`config.mk`:
```
export PLATFORM = sky130hd
export DESIGN_NAME = fpw_timer
export DESIGN_NICKNAME = d
export VERILOG_FILES = /design/src/include/fpw_pkg.sv /design/src/logic/fpw_timer.sv
export SDC_FILE = /design/constraint.sdc
export NUM_CORES = 1
export LEC_CHECK = 0
export ABC_AREA = 1
export BUFFER_PORTS_ARGS = -buffer_cell sky130_fd_sc_hd__buf_2
export CORE_AREA = 4 4 160 162
export DETAILED_ROUTE_END_ITERATION = 8
export DIE_AREA = 0 0 164 166
export GPL_TIMING_DRIVEN = 1
export HOLD_SLACK_MARGIN = 0.03
export PLACE_DENSITY = 0.57
export SLEW_MARGIN = 10
export SYNTH_ARGS = -nofsm -noshare
export SYNTH_HDL_FRONTEND = slang
export SYNTH_SLANG_ARGS = --single-unit
```
`constraint.sdc`:
```
create_clock -name clk_i -period 1.9 [get_ports clk_i]
set_clock_uncertainty 0.15 [all_clocks]
set_input_delay 0.38 -clock clk_i [delete_from_list [all_inputs] [get_ports clk_i]]
set_output_delay 0.38 -clock clk_i [all_outputs]
set_load 0.05 [all_outputs]
```
`src/include/fpw_pkg.sv`:
```
package fpw_pkg;
  localparam int CW = 16;
  localparam int AW = 8;
  localparam int DW = 32;
  localparam int DIVW = 8;
  localparam int CKSW = 3;
  localparam int MODEW = 3;

  // Register byte addresses.
  localparam logic [AW-1:0] OFS_CTL0 = 8'h00;
  localparam logic [AW-1:0] OFS_CTL1 = 8'h04;
  localparam logic [AW-1:0] OFS_IOC0 = 8'h08;
  localparam logic [AW-1:0] OFS_IOC1 = 8'h0c;
  localparam logic [AW-1:0] OFS_IOC2 = 8'h10;
  localparam logic [AW-1:0] OFS_OPT0 = 8'h14;
  localparam logic [AW-1:0] OFS_CCRA = 8'h18;
  localparam logic [AW-1:0] OFS_CCRB = 8'h1c;
  localparam logic [AW-1:0] OFS_CNT = 8'h20;

  // Field positions.
  localparam int CTL0_CE_BIT = 7;
  localparam int CTL0_CKS_LSB = 0;
  localparam int CTL1_MODE_LSB = 0;
  localparam int OPT0_WRAP_BIT = 0;
  localparam int OPT0_CCS_LSB = 4;
  localparam int IOC1_EDGE_W = 2;

  // Reset values.
  localparam logic [7:0] CTL_RST = 8'h00;
  localparam logic [CW-1:0] CCR_RST = 16'h0000;

  // Mode field codes.
  localparam logic [MODEW-1:0] MODE_FREE = 3'b101;
  localparam logic [MODEW-1:0] MODE_PWM = 3'b110;

  // Edge selection codes.
  localparam logic [1:0] EDGE_RISE = 2'h1;
  localparam logic [1:0] EDGE_FALL = 2'h2;
  localparam logic [1:0] EDGE_BOTH = 2'h3;

  localparam logic [CW-1:0] CNT_MAX = 16'hffff;
  localparam logic [CW-1:0] CNT_ZERO = 16'h0000;
  localparam logic [DIVW-1:0] DIV_ONE = 8'h01;

  typedef enum logic [1:0] {
    FPW_STOP,
    FPW_ARMED,
    FPW_RUN
  } fpw_state_t;
endpackage : fpw_pkg

```
`src/logic/fpw_timer.sv`:
```
`timescale 1ns/100ps
// Operation
// - Two compare registers match the same counter, each with own irq.
// - Free-run capture latches count on own trigger, counter untouched.
// - One wrap flag shared by both capture channels.
// - Wrap flag shows at least one wrap, never a count.
// - Wrap flag clears by byte write to option with bit 0 low.
// - Capture right after start may latch ffff, the stopped value.
// - Mode 110 selects pulse-width mode; count enable starts counting.
// - Pulse-width edge captures count, clears counter, raises capture irq.
// - Pulse-width wrap past ffff raises irq, sets flag, restarts at zero.
// - Pulse-width mode uses both registers as capture only.
// - Pulse-width mode ignores output control; trigger-edge register still selects capture edges.
// - Counter read buffer returns present counter value, or zero while stopped.
// - Mode 101 selects free-running; count enable starts counting.
// - Option select bit chooses compare or capture per register.
// - Free-run start inverts both outputs; each match inverts its own output.
// - Compare writes take effect at once while running.
module fpw_timer #(
  parameter int NCH = 2
) (
  input wire logic clk_i,
  input wire logic rst_i,
  input wire logic clk_en_i,
  input wire logic wb_cyc_i,
  input wire logic wb_stb_i,
  input wire logic wb_we_i,
  input wire logic [fpw_pkg::AW-1:0] wb_adr_i,
  input wire logic [3:0] wb_sel_i,
  input wire logic [fpw_pkg::DW-1:0] wb_dat_i,
  output logic [fpw_pkg::DW-1:0] wb_dat_o,
  output logic wb_ack_o,
  input wire logic [NCH-1:0] capture_trigger_input_i,
  output logic [NCH-1:0] timer_output_pin_o,
  output logic [NCH-1:0] channel_match_capture_irq_o,
  output logic counter_wrap_irq_o
);
  import fpw_pkg::*;

  fpw_state_t state_q;
  logic [7:0] ctl0_q;
  logic [7:0] ctl1_q;
  logic [7:0] ioc0_q;
  logic [7:0] ioc1_q;
  logic [7:0] ioc2_q;
  logic [NCH-1:0] ccs_q;
  logic wrap_flag_q;
  logic [CW-1:0] cnt_q;
  logic [DIVW-1:0] div_q;
  logic [NCH-1:0][CW-1:0] ccr_q;
  logic [NCH-1:0] trig_prev_q;
  logic [NCH-1:0] toggle_q;
  logic [NCH-1:0] irq_q;
  logic wrap_irq_q;
  logic ack_q;
  logic [DW-1:0] rdat_q;

  logic acc;
  logic wr;
  logic [MODEW-1:0] mode;
  logic fr_mode;
  logic pw_mode;
  logic go;
  logic start;
  logic tick;
  logic [DIVW-1:0] div_mask;
  logic [NCH-1:0] cap_hit;
  logic [NCH-1:0] match_hit;
  logic pw_clear;
  logic wrap_hit;
  logic wrap_clr;
  logic [DW-1:0] rmux;

  assign acc = wb_cyc_i & wb_stb_i & ~ack_q;
  assign wr = acc & wb_we_i;
  assign mode = ctl1_q[CTL1_MODE_LSB +: MODEW];
  assign pw_mode = (mode == MODE_PWM);
  assign fr_mode = (mode == MODE_FREE);
  // Modes outside these two are not built here, so the counter stays idle.
  assign go = ctl0_q[CTL0_CE_BIT] & (fr_mode | pw_mode);
  assign start = (state_q == FPW_STOP) & go;

  // The count clock is the system clock divided by a power of two.
  assign div_mask = (DIV_ONE << ctl0_q[CTL0_CKS_LSB +: CKSW]) - DIV_ONE;
  assign tick = (state_q != FPW_STOP) & ((div_q & div_mask) == div_mask);

  assign pw_clear = pw_mode & (|cap_hit);
  assign wrap_hit = tick & (state_q == FPW_RUN) & (cnt_q == CNT_MAX)
    & go & ~pw_clear;
  assign wrap_clr = wr & (wb_adr_i == OFS_OPT0) & wb_sel_i[0]
    & ~wb_dat_i[OPT0_WRAP_BIT];

  genvar m;
  generate
    for (m = 0; m < NCH; m++)
    begin : g_ch
      logic rise;
      logic fall;
      logic [1:0] esel;
      logic [AW-1:0] ccr_ofs;
      assign ccr_ofs = OFS_CCRA + AW'(4 * m);
      assign esel = ioc1_q[IOC1_EDGE_W*m +: IOC1_EDGE_W];
      assign rise = capture_trigger_input_i[m] & ~trig_prev_q[m];
      assign fall = ~capture_trigger_input_i[m] & trig_prev_q[m];
      // per-register capture select in free-run; every register captures in pw mode
      assign cap_hit[m] = (state_q != FPW_STOP) & go
        & (pw_mode | (fr_mode & ccs_q[m]))
        & ((rise & (esel == EDGE_RISE || esel == EDGE_BOTH))
        | (fall & (esel == EDGE_FALL || esel == EDGE_BOTH)));
      assign match_hit[m] = tick & (state_q == FPW_RUN) & go & fr_mode
        & ~ccs_q[m] & (cnt_q == ccr_q[m]);

      always_ff @(posedge clk_i)
      begin
        if (rst_i)
        begin
          ccr_q[m] <= CCR_RST;
        end
        else if (clk_en_i)
        begin
          if (cap_hit[m])
          begin
            ccr_q[m] <= cnt_q;
          end
          else if (wr && wb_adr_i == ccr_ofs)
          begin
            if (wb_sel_i[0])
            begin
              ccr_q[m][7:0] <= wb_dat_i[7:0];
            end
            if (wb_sel_i[1])
            begin
              ccr_q[m][15:8] <= wb_dat_i[15:8];
            end
          end
        end
      end

      always_ff @(posedge clk_i)
      begin
        if (rst_i)
        begin
          toggle_q[m] <= 1'b0;
          trig_prev_q[m] <= 1'b0;
          irq_q[m] <= 1'b0;
        end
        else if (clk_en_i)
        begin
          trig_prev_q[m] <= capture_trigger_input_i[m];
          irq_q[m] <= cap_hit[m] | match_hit[m];
          // invert on start and on match
          if ((start & fr_mode) | match_hit[m])
          begin
            toggle_q[m] <= ~toggle_q[m];
          end
        end
      end

      // output control has no effect in pulse-width mode
      assign timer_output_pin_o[m] = toggle_q[m] & ioc0_q[m] & fr_mode;
    end
  endgenerate

  always_ff @(posedge clk_i)
  begin
    if (rst_i)
    begin
      state_q <= FPW_STOP;
      cnt_q <= CNT_MAX;
    end
    else if (clk_en_i)
    begin
      case (state_q)
        FPW_STOP:
        begin
          cnt_q <= CNT_MAX;
          if (go)
          begin
            state_q <= FPW_ARMED;
          end
        end
        FPW_ARMED:
        begin
          // counter still holds ffff until the first count clock or pulse-width edge
          if (!go)
          begin
            state_q <= FPW_STOP;
          end
          else if (pw_clear || tick)
          begin
            cnt_q <= CNT_ZERO;
            state_q <= FPW_RUN;
          end
        end
        FPW_RUN:
        begin
          if (!go)
          begin
            cnt_q <= CNT_MAX;
            state_q <= FPW_STOP;
          end
          else if (pw_clear)
          begin
            cnt_q <= CNT_ZERO;
          end
          // free-run captures leave the count alone
          else if (tick)
          begin
            cnt_q <= cnt_q + 16'h0001;
          end
        end
        default:
        begin
          state_q <= FPW_STOP;
          cnt_q <= CNT_MAX;
        end
      endcase
    end
  end

  always_ff @(posedge clk_i)
  begin
    if (rst_i)
    begin
      div_q <= '0;
    end
    else if (clk_en_i)
    begin
      if (state_q == FPW_STOP)
      begin
        div_q <= '0;
      end
      else
      begin
        div_q <= div_q + DIV_ONE;
      end
    end
  end

  always_ff @(posedge clk_i)
  begin
    if (rst_i)
    begin
      wrap_flag_q <= 1'b0;
      wrap_irq_q <= 1'b0;
    end
    else if (clk_en_i)
    begin
      wrap_irq_q <= wrap_hit;
      // one shared flag; set again stays simply set
      if (wrap_hit)
      begin
        wrap_flag_q <= 1'b1;
      end
      else if (wrap_clr)
      begin
        wrap_flag_q <= 1'b0;
      end
    end
  end

  always_ff @(posedge clk_i)
  begin
    if (rst_i)
    begin
      ctl0_q <= CTL_RST;
      ctl1_q <= CTL_RST;
      ioc0_q <= CTL_RST;
      ioc1_q <= CTL_RST;
      ioc2_q <= CTL_RST;
      ccs_q <= '0;
    end
    else if (clk_en_i && wr && wb_sel_i[0])
    begin
      case (wb_adr_i)
        OFS_CTL0: ctl0_q <= wb_dat_i[7:0];
        OFS_CTL1: ctl1_q <= wb_dat_i[7:0];
        OFS_IOC0: ioc0_q <= wb_dat_i[7:0];
        OFS_IOC1: ioc1_q <= wb_dat_i[7:0];
        OFS_IOC2: ioc2_q <= wb_dat_i[7:0];
        OFS_OPT0: ccs_q <= wb_dat_i[OPT0_CCS_LSB +: NCH];
        default: ctl0_q <= ctl0_q;
      endcase
    end
  end

  always_comb
  begin
    rmux = '0;
    case (wb_adr_i)
      OFS_CTL0: rmux[7:0] = ctl0_q;
      OFS_CTL1: rmux[7:0] = ctl1_q;
      OFS_IOC0: rmux[7:0] = ioc0_q;
      OFS_IOC1: rmux[7:0] = ioc1_q;
      OFS_IOC2: rmux[7:0] = ioc2_q;
      OFS_OPT0:
      begin
        rmux[OPT0_CCS_LSB +: NCH] = ccs_q;
        rmux[OPT0_WRAP_BIT] = wrap_flag_q;
      end
      OFS_CCRA: rmux[CW-1:0] = ccr_q[0];
      OFS_CCRB: rmux[CW-1:0] = ccr_q[1];
      // present count; a stopped counter reads as zero
      OFS_CNT: rmux[CW-1:0] = (state_q == FPW_STOP) ? CNT_ZERO : cnt_q;
      default: rmux = '0;
    endcase
  end

  always_ff @(posedge clk_i)
  begin
    if (rst_i)
    begin
      ack_q <= 1'b0;
      rdat_q <= '0;
    end
    else if (clk_en_i)
    begin
      ack_q <= acc;
      if (acc)
      begin
        rdat_q <= rmux;
      end
    end
  end

  assign wb_ack_o = ack_q;
  assign wb_dat_o = rdat_q;
  assign channel_match_capture_irq_o = irq_q;
  assign counter_wrap_irq_o = wrap_irq_q;
endmodule : fpw_timer

```
# Word-level counts from Yosys, hierarchy flattened
# Cells that the tools add are included.
# word_totals
reg_bits,125
input_bits,52
wordCells,178
# classes
n_addsub,3
n_bitwise,61
eq_ne,28
muxes,26
shifts,1
n_reduce_logical,36
# ops
operator,count
$mux 16,10
$and 1x1->1,40
$eq 16x16->1,2
$eq 8x5->1 const B,4
$pmux 16 s2,1
$mux 8,3
$pmux 3 s8,1
$pmux 8 s3,1
$reduce_and 2->1,10
$pmux 2 s9,1
$add 16x1->16 const B,1
$eq 16x16->1 const B,1
$eq 8x4->1 const B,2
$pmux 2 s8,1
$reduce_bool 2->1,8
$reduce_and 3->1,4
$not 1->1,11
$eq 2x2->1 const B,5
$or 1x1->1,9
$pmux 1 s9,1
$add 8x1->8 const B,1
$and 8x8->8,1
$eq 8x3->1 const B,1
$eq 8x6->1 const B,1
other kinds (17),35

# Depth between registers and ports, before layout
# logic_depth
word_depth,12
ltp_mapped,14
mapped_depth_nobuf,13

# Worst setup path after synthesis
# No wires, ideal clock.
# synth_timing
path_kind,reg-to-reg
from,"register ack_q, in the netlist wb_ack_o"
to,register ioc0_q[0]
arrival_time_ps,1745
path_buffers,1
setup_slack_ps,-65
required_time_ps,1680
stages_incl_launch_ff,8
synth_period_minus_slack_ps,1965
cell_sequence,dfxtp_1 > nand3b_4 > nor2_2 > nand3_2 > nor2_2 > buf_2 > o21ai_0 > a21oi_1
# synth_via
elab_chain_len,6
# synth_rtl
item,line,rtl
"start, declared",fpw_timer.sv:55,logic ack_q;
"start signal, assigned",fpw_timer.sv:313,ack_q <= 1'b0;
"start signal, assigned",fpw_timer.sv:318,ack_q <= acc;
$not 1->1,fpw_timer.sv:74,assign acc = wb_cyc_i & wb_stb_i & ~ack_q;
$and 1x1->1,fpw_timer.sv:74,
$and 1x1->1,fpw_timer.sv:75,assign wr = acc & wb_we_i;
$logic_and 1x1->1 (2 in a row),fpw_timer.sv:273,else if (clk_en_i && wr && wb_sel_i[0])
$reduce_and 2->1 (no line),-,
"end signal, assigned",fpw_timer.sv:278,OFS_IOC0: ioc0_q <= wb_dat_i[7:0];
"end, declared",fpw_timer.sv:43,logic [7:0] ioc0_q;
# No other way between the ends.
# A chain may end at the register's enable or synchronous reset.

# Worst setup path in the final report
# layout_timing
from,register ctl1_q[1]
to,output timer_output_pin_o[1]
# layout_via
elab_chain_len,2
# layout_rtl
item,line,rtl
"start, declared",fpw_timer.sv:42,logic [7:0] ctl1_q;
"start signal, assigned",fpw_timer.sv:277,OFS_CTL1: ctl1_q <= wb_dat_i[7:0];
$eq 3x3->1,fpw_timer.sv:78,assign fr_mode = (mode == MODE_FREE);
$and 1x1->1,fpw_timer.sv:160,assign timer_output_pin_o[m] = toggle_q[m] & ioc0_q[m] & fr_mode;
"end, declared",fpw_timer.sv:34,"output logic [NCH-1:0] timer_output_pin_o,"
# No other way between the ends.

==> results.toml <==
[critical_path]
start_kind = "flop"
critPathCaptureType = "primary output"
slowest_delay_ns = 0.36
crit_arrival_ns = 1.35
crit_type = "reg -> out"
required_ns = 1.37
path_max_fanout = 4
slowest_stage = "dfxtp_4"
worstPathCellList = "inv_4 > nand3_4 > buf_6 > nor2_4 > buf_8"

[final_layout]
n_fill_cell = 2591
final_common_cell = "nand2_1"
finalNetCount = 1330
synthToLayoutAreaGrowth_pct = 32.81
antenna_cells = 0
final_cell_mix = "nand2_1, nor2_1, dfxtp_1, o21ai_0, inv_1"
fin_util = 0.3939
drive_gt1_frac = 0.2352

[grt]
grt_pass1_wl_um = 39450
grt-ovfl-total = 0
antenna_found_initial = 0
grt_usage = 0.1853
grt_max_degree = 77
grt_pass1_vias = 7275

[clocking]
cts_max_level = 4
cts-root-buf = "clkbuf_16"
cts_sinks = 124
cts.path.max_buffers = 2
cts_buffers = 17
insertion_delay_ns = 0.43
hold_buffers = 0
clk_pin_slew_ns = 0.06
tritoncts = "done"

[floorplan]
io_pins = 90
die_x_um = 164
core_region_area_um2 = 24110
num_rows = 57
dieArea_um2 = 27220
initial_core_util = 0.2966
fp.dieH_um = 166

[place]
dp_hpwl_um = 17940
dp_worst_setup_slack_ns = -0.2703
io_buffers = 55
gp_congestion = 0.9091

[sta]
fmax_ghz = 0.5321
rsz0062_at_grt = "yes"
setup_violations = 0
hold_violations = 0
slew_violations = 0
period_needed_ns = 1.879
fin_crit_sh = 0.9891
holdWs_ns = 0.1359
fin_ws_ns = 0.02076
setup_tns_ns = 0

[routing]
num_vias = 7754
dr.pass1.iters = 7
finalWirelength_um = 25320
wire_per_inst_um = 15.70
drt_iter0_markers = 600
vias_per_cell = 4.810
ant_nets = 0
drc = 0

[synth]
ys_seq_elements = 124
netlist_instances = 1132
synth_cell_type_count = 39
ys_seq_area_frac = 0.3472
yosysWarningCount = 0
avgSynthCellArea_um2 = 6.316
netlist_area_um2 = 7149

[power_and_ir_drop]
power_mw = 6.658
peakVddDrop_v = 0.0004444
power.leakage_nw = 4.403
power_density_nw_per_um2 = 701.2

[min_path]
hold_path.class = "in -> reg"

[status]
outcome = "completed"

[flow_run]
maxCapViolations = 0
## logic make-up (layout without fill, tap and decap cells)
kind of cell / Yosys count / after routing / share of synthesized area
compound gates: 216 / 218 / 0.1589
flops: 124 / 124 / 0.3472
other cells: 1 / 16 / 0.0005245
buf+inv: 191 / 329 / 0.1192
simple gates: 582 / 583 / 0.3511
fa+ha+maj: 2 / 2 / 0.003500
xor+xnor: 16 / 16 / 0.01960
## area by class of cell
class                           instances  area (um^2)  area share
Multi-Input combinational cell        835         4156      0.4377
Clock inverter                         13        142.6     0.01502
Inverter                              119        454.2     0.04783
Clock buffer                           18        439.2     0.04625
Sequential cell                       124         2505      0.2638
Timing Repair Buffer                  179         1393      0.1467
Tap cell                              324        405.4     0.04269
## final timing paths
kind                                   start               endpoint  slack (ns)  depth (start not counted)
hold / removal    capture_trigger_input_i[1]         trig_prev_q[1]        0.14                          3
setup / recovery                   ctl1_q[1]  timer_output_pin_o[1]        0.02                          5
hold reg to reg                     div_q[6]               div_q[6]        0.29                          1
setup reg to reg                   ctl1_q[2]              cnt_q[15]        0.05                          9
## routing by layer
metal	track usage	wire length (um)
met3	0.03698	1530
met4	0.07805	860
met2	0.2876	11440
met1	0.2500	11490
met5	0	0
## timing repair
item | 4_1_cts | 5_1_grt
endpoints found under the setup margin | 27 | 64
pin swaps | 9 | 22
gates resized for setup | 35 | 67
gates cloned | 3 | 0
hold endpoints to repair | 0 | 0
buffers inserted | 5 | 7
## state kept, by name, summed over array words and instances, names as in the netlist, 7 cells and up
| name | count |
|---|---|
| ccr_q | 32 |
| cnt_q | 16 |
| wb_dat_o | 16 |
| ctl0_q | 8 |
| ctl1_q | 8 |
| ioc0_q | 8 |
| ioc1_q | 8 |
| ioc2_q | 8 |
| div_q | 7 |
## per-stage QoR
stage | std cells | instance area (um^2)
3_3_place_gp | 1566 | 8439
6_report | 1612 | 9495
4_1_cts | 1605 | 9253
5_1_grt | 1612 | 9495
3_5_place_dp | 1566 | 8439
2_1_floorplan | 1147 | 7211
## worst max-delay path, delay by kind of cell, from the launching register on
kind          cells  cell delay (ns)
flops             1             0.36
buf+inv           3             0.37
simple gates      2             0.18
## synth_stat cells (all sizes together)
cell type	instances	area share
nand2	320	0.17
nor2	149	0.083
dfxtp	124	0.35
inv	116	0.061
o21ai	113	0.080
a21oi	82	0.058
nand3	63	0.050
buf	44	0.042
clkbuf	28	0.015
nand4	22	0.019
nor3	15	0.014
o22ai	15	0.013
xor2	12	0.015
nand3b	6	0.0098
xnor2	4	0.0049
a31oi	3	0.0026
and3	3	0.0026
clkinv	3	0.0016
a211oi	2	0.0021
ha	2	0.0035
or2	2	0.0017
and2	1	0.00088
conb	1	0.00052
nor4	1	0.00088
o31ai	1	0.0030
## where the power goes
part	internal [mW]	switching [mW]	total (mW)
clock network	1.96	1.32	3.28
registers	2.62	0.0294	2.65
logic	0.260	0.461	0.721
total	4.85	1.81	6.66
Power figures use the tool's default switching activity.
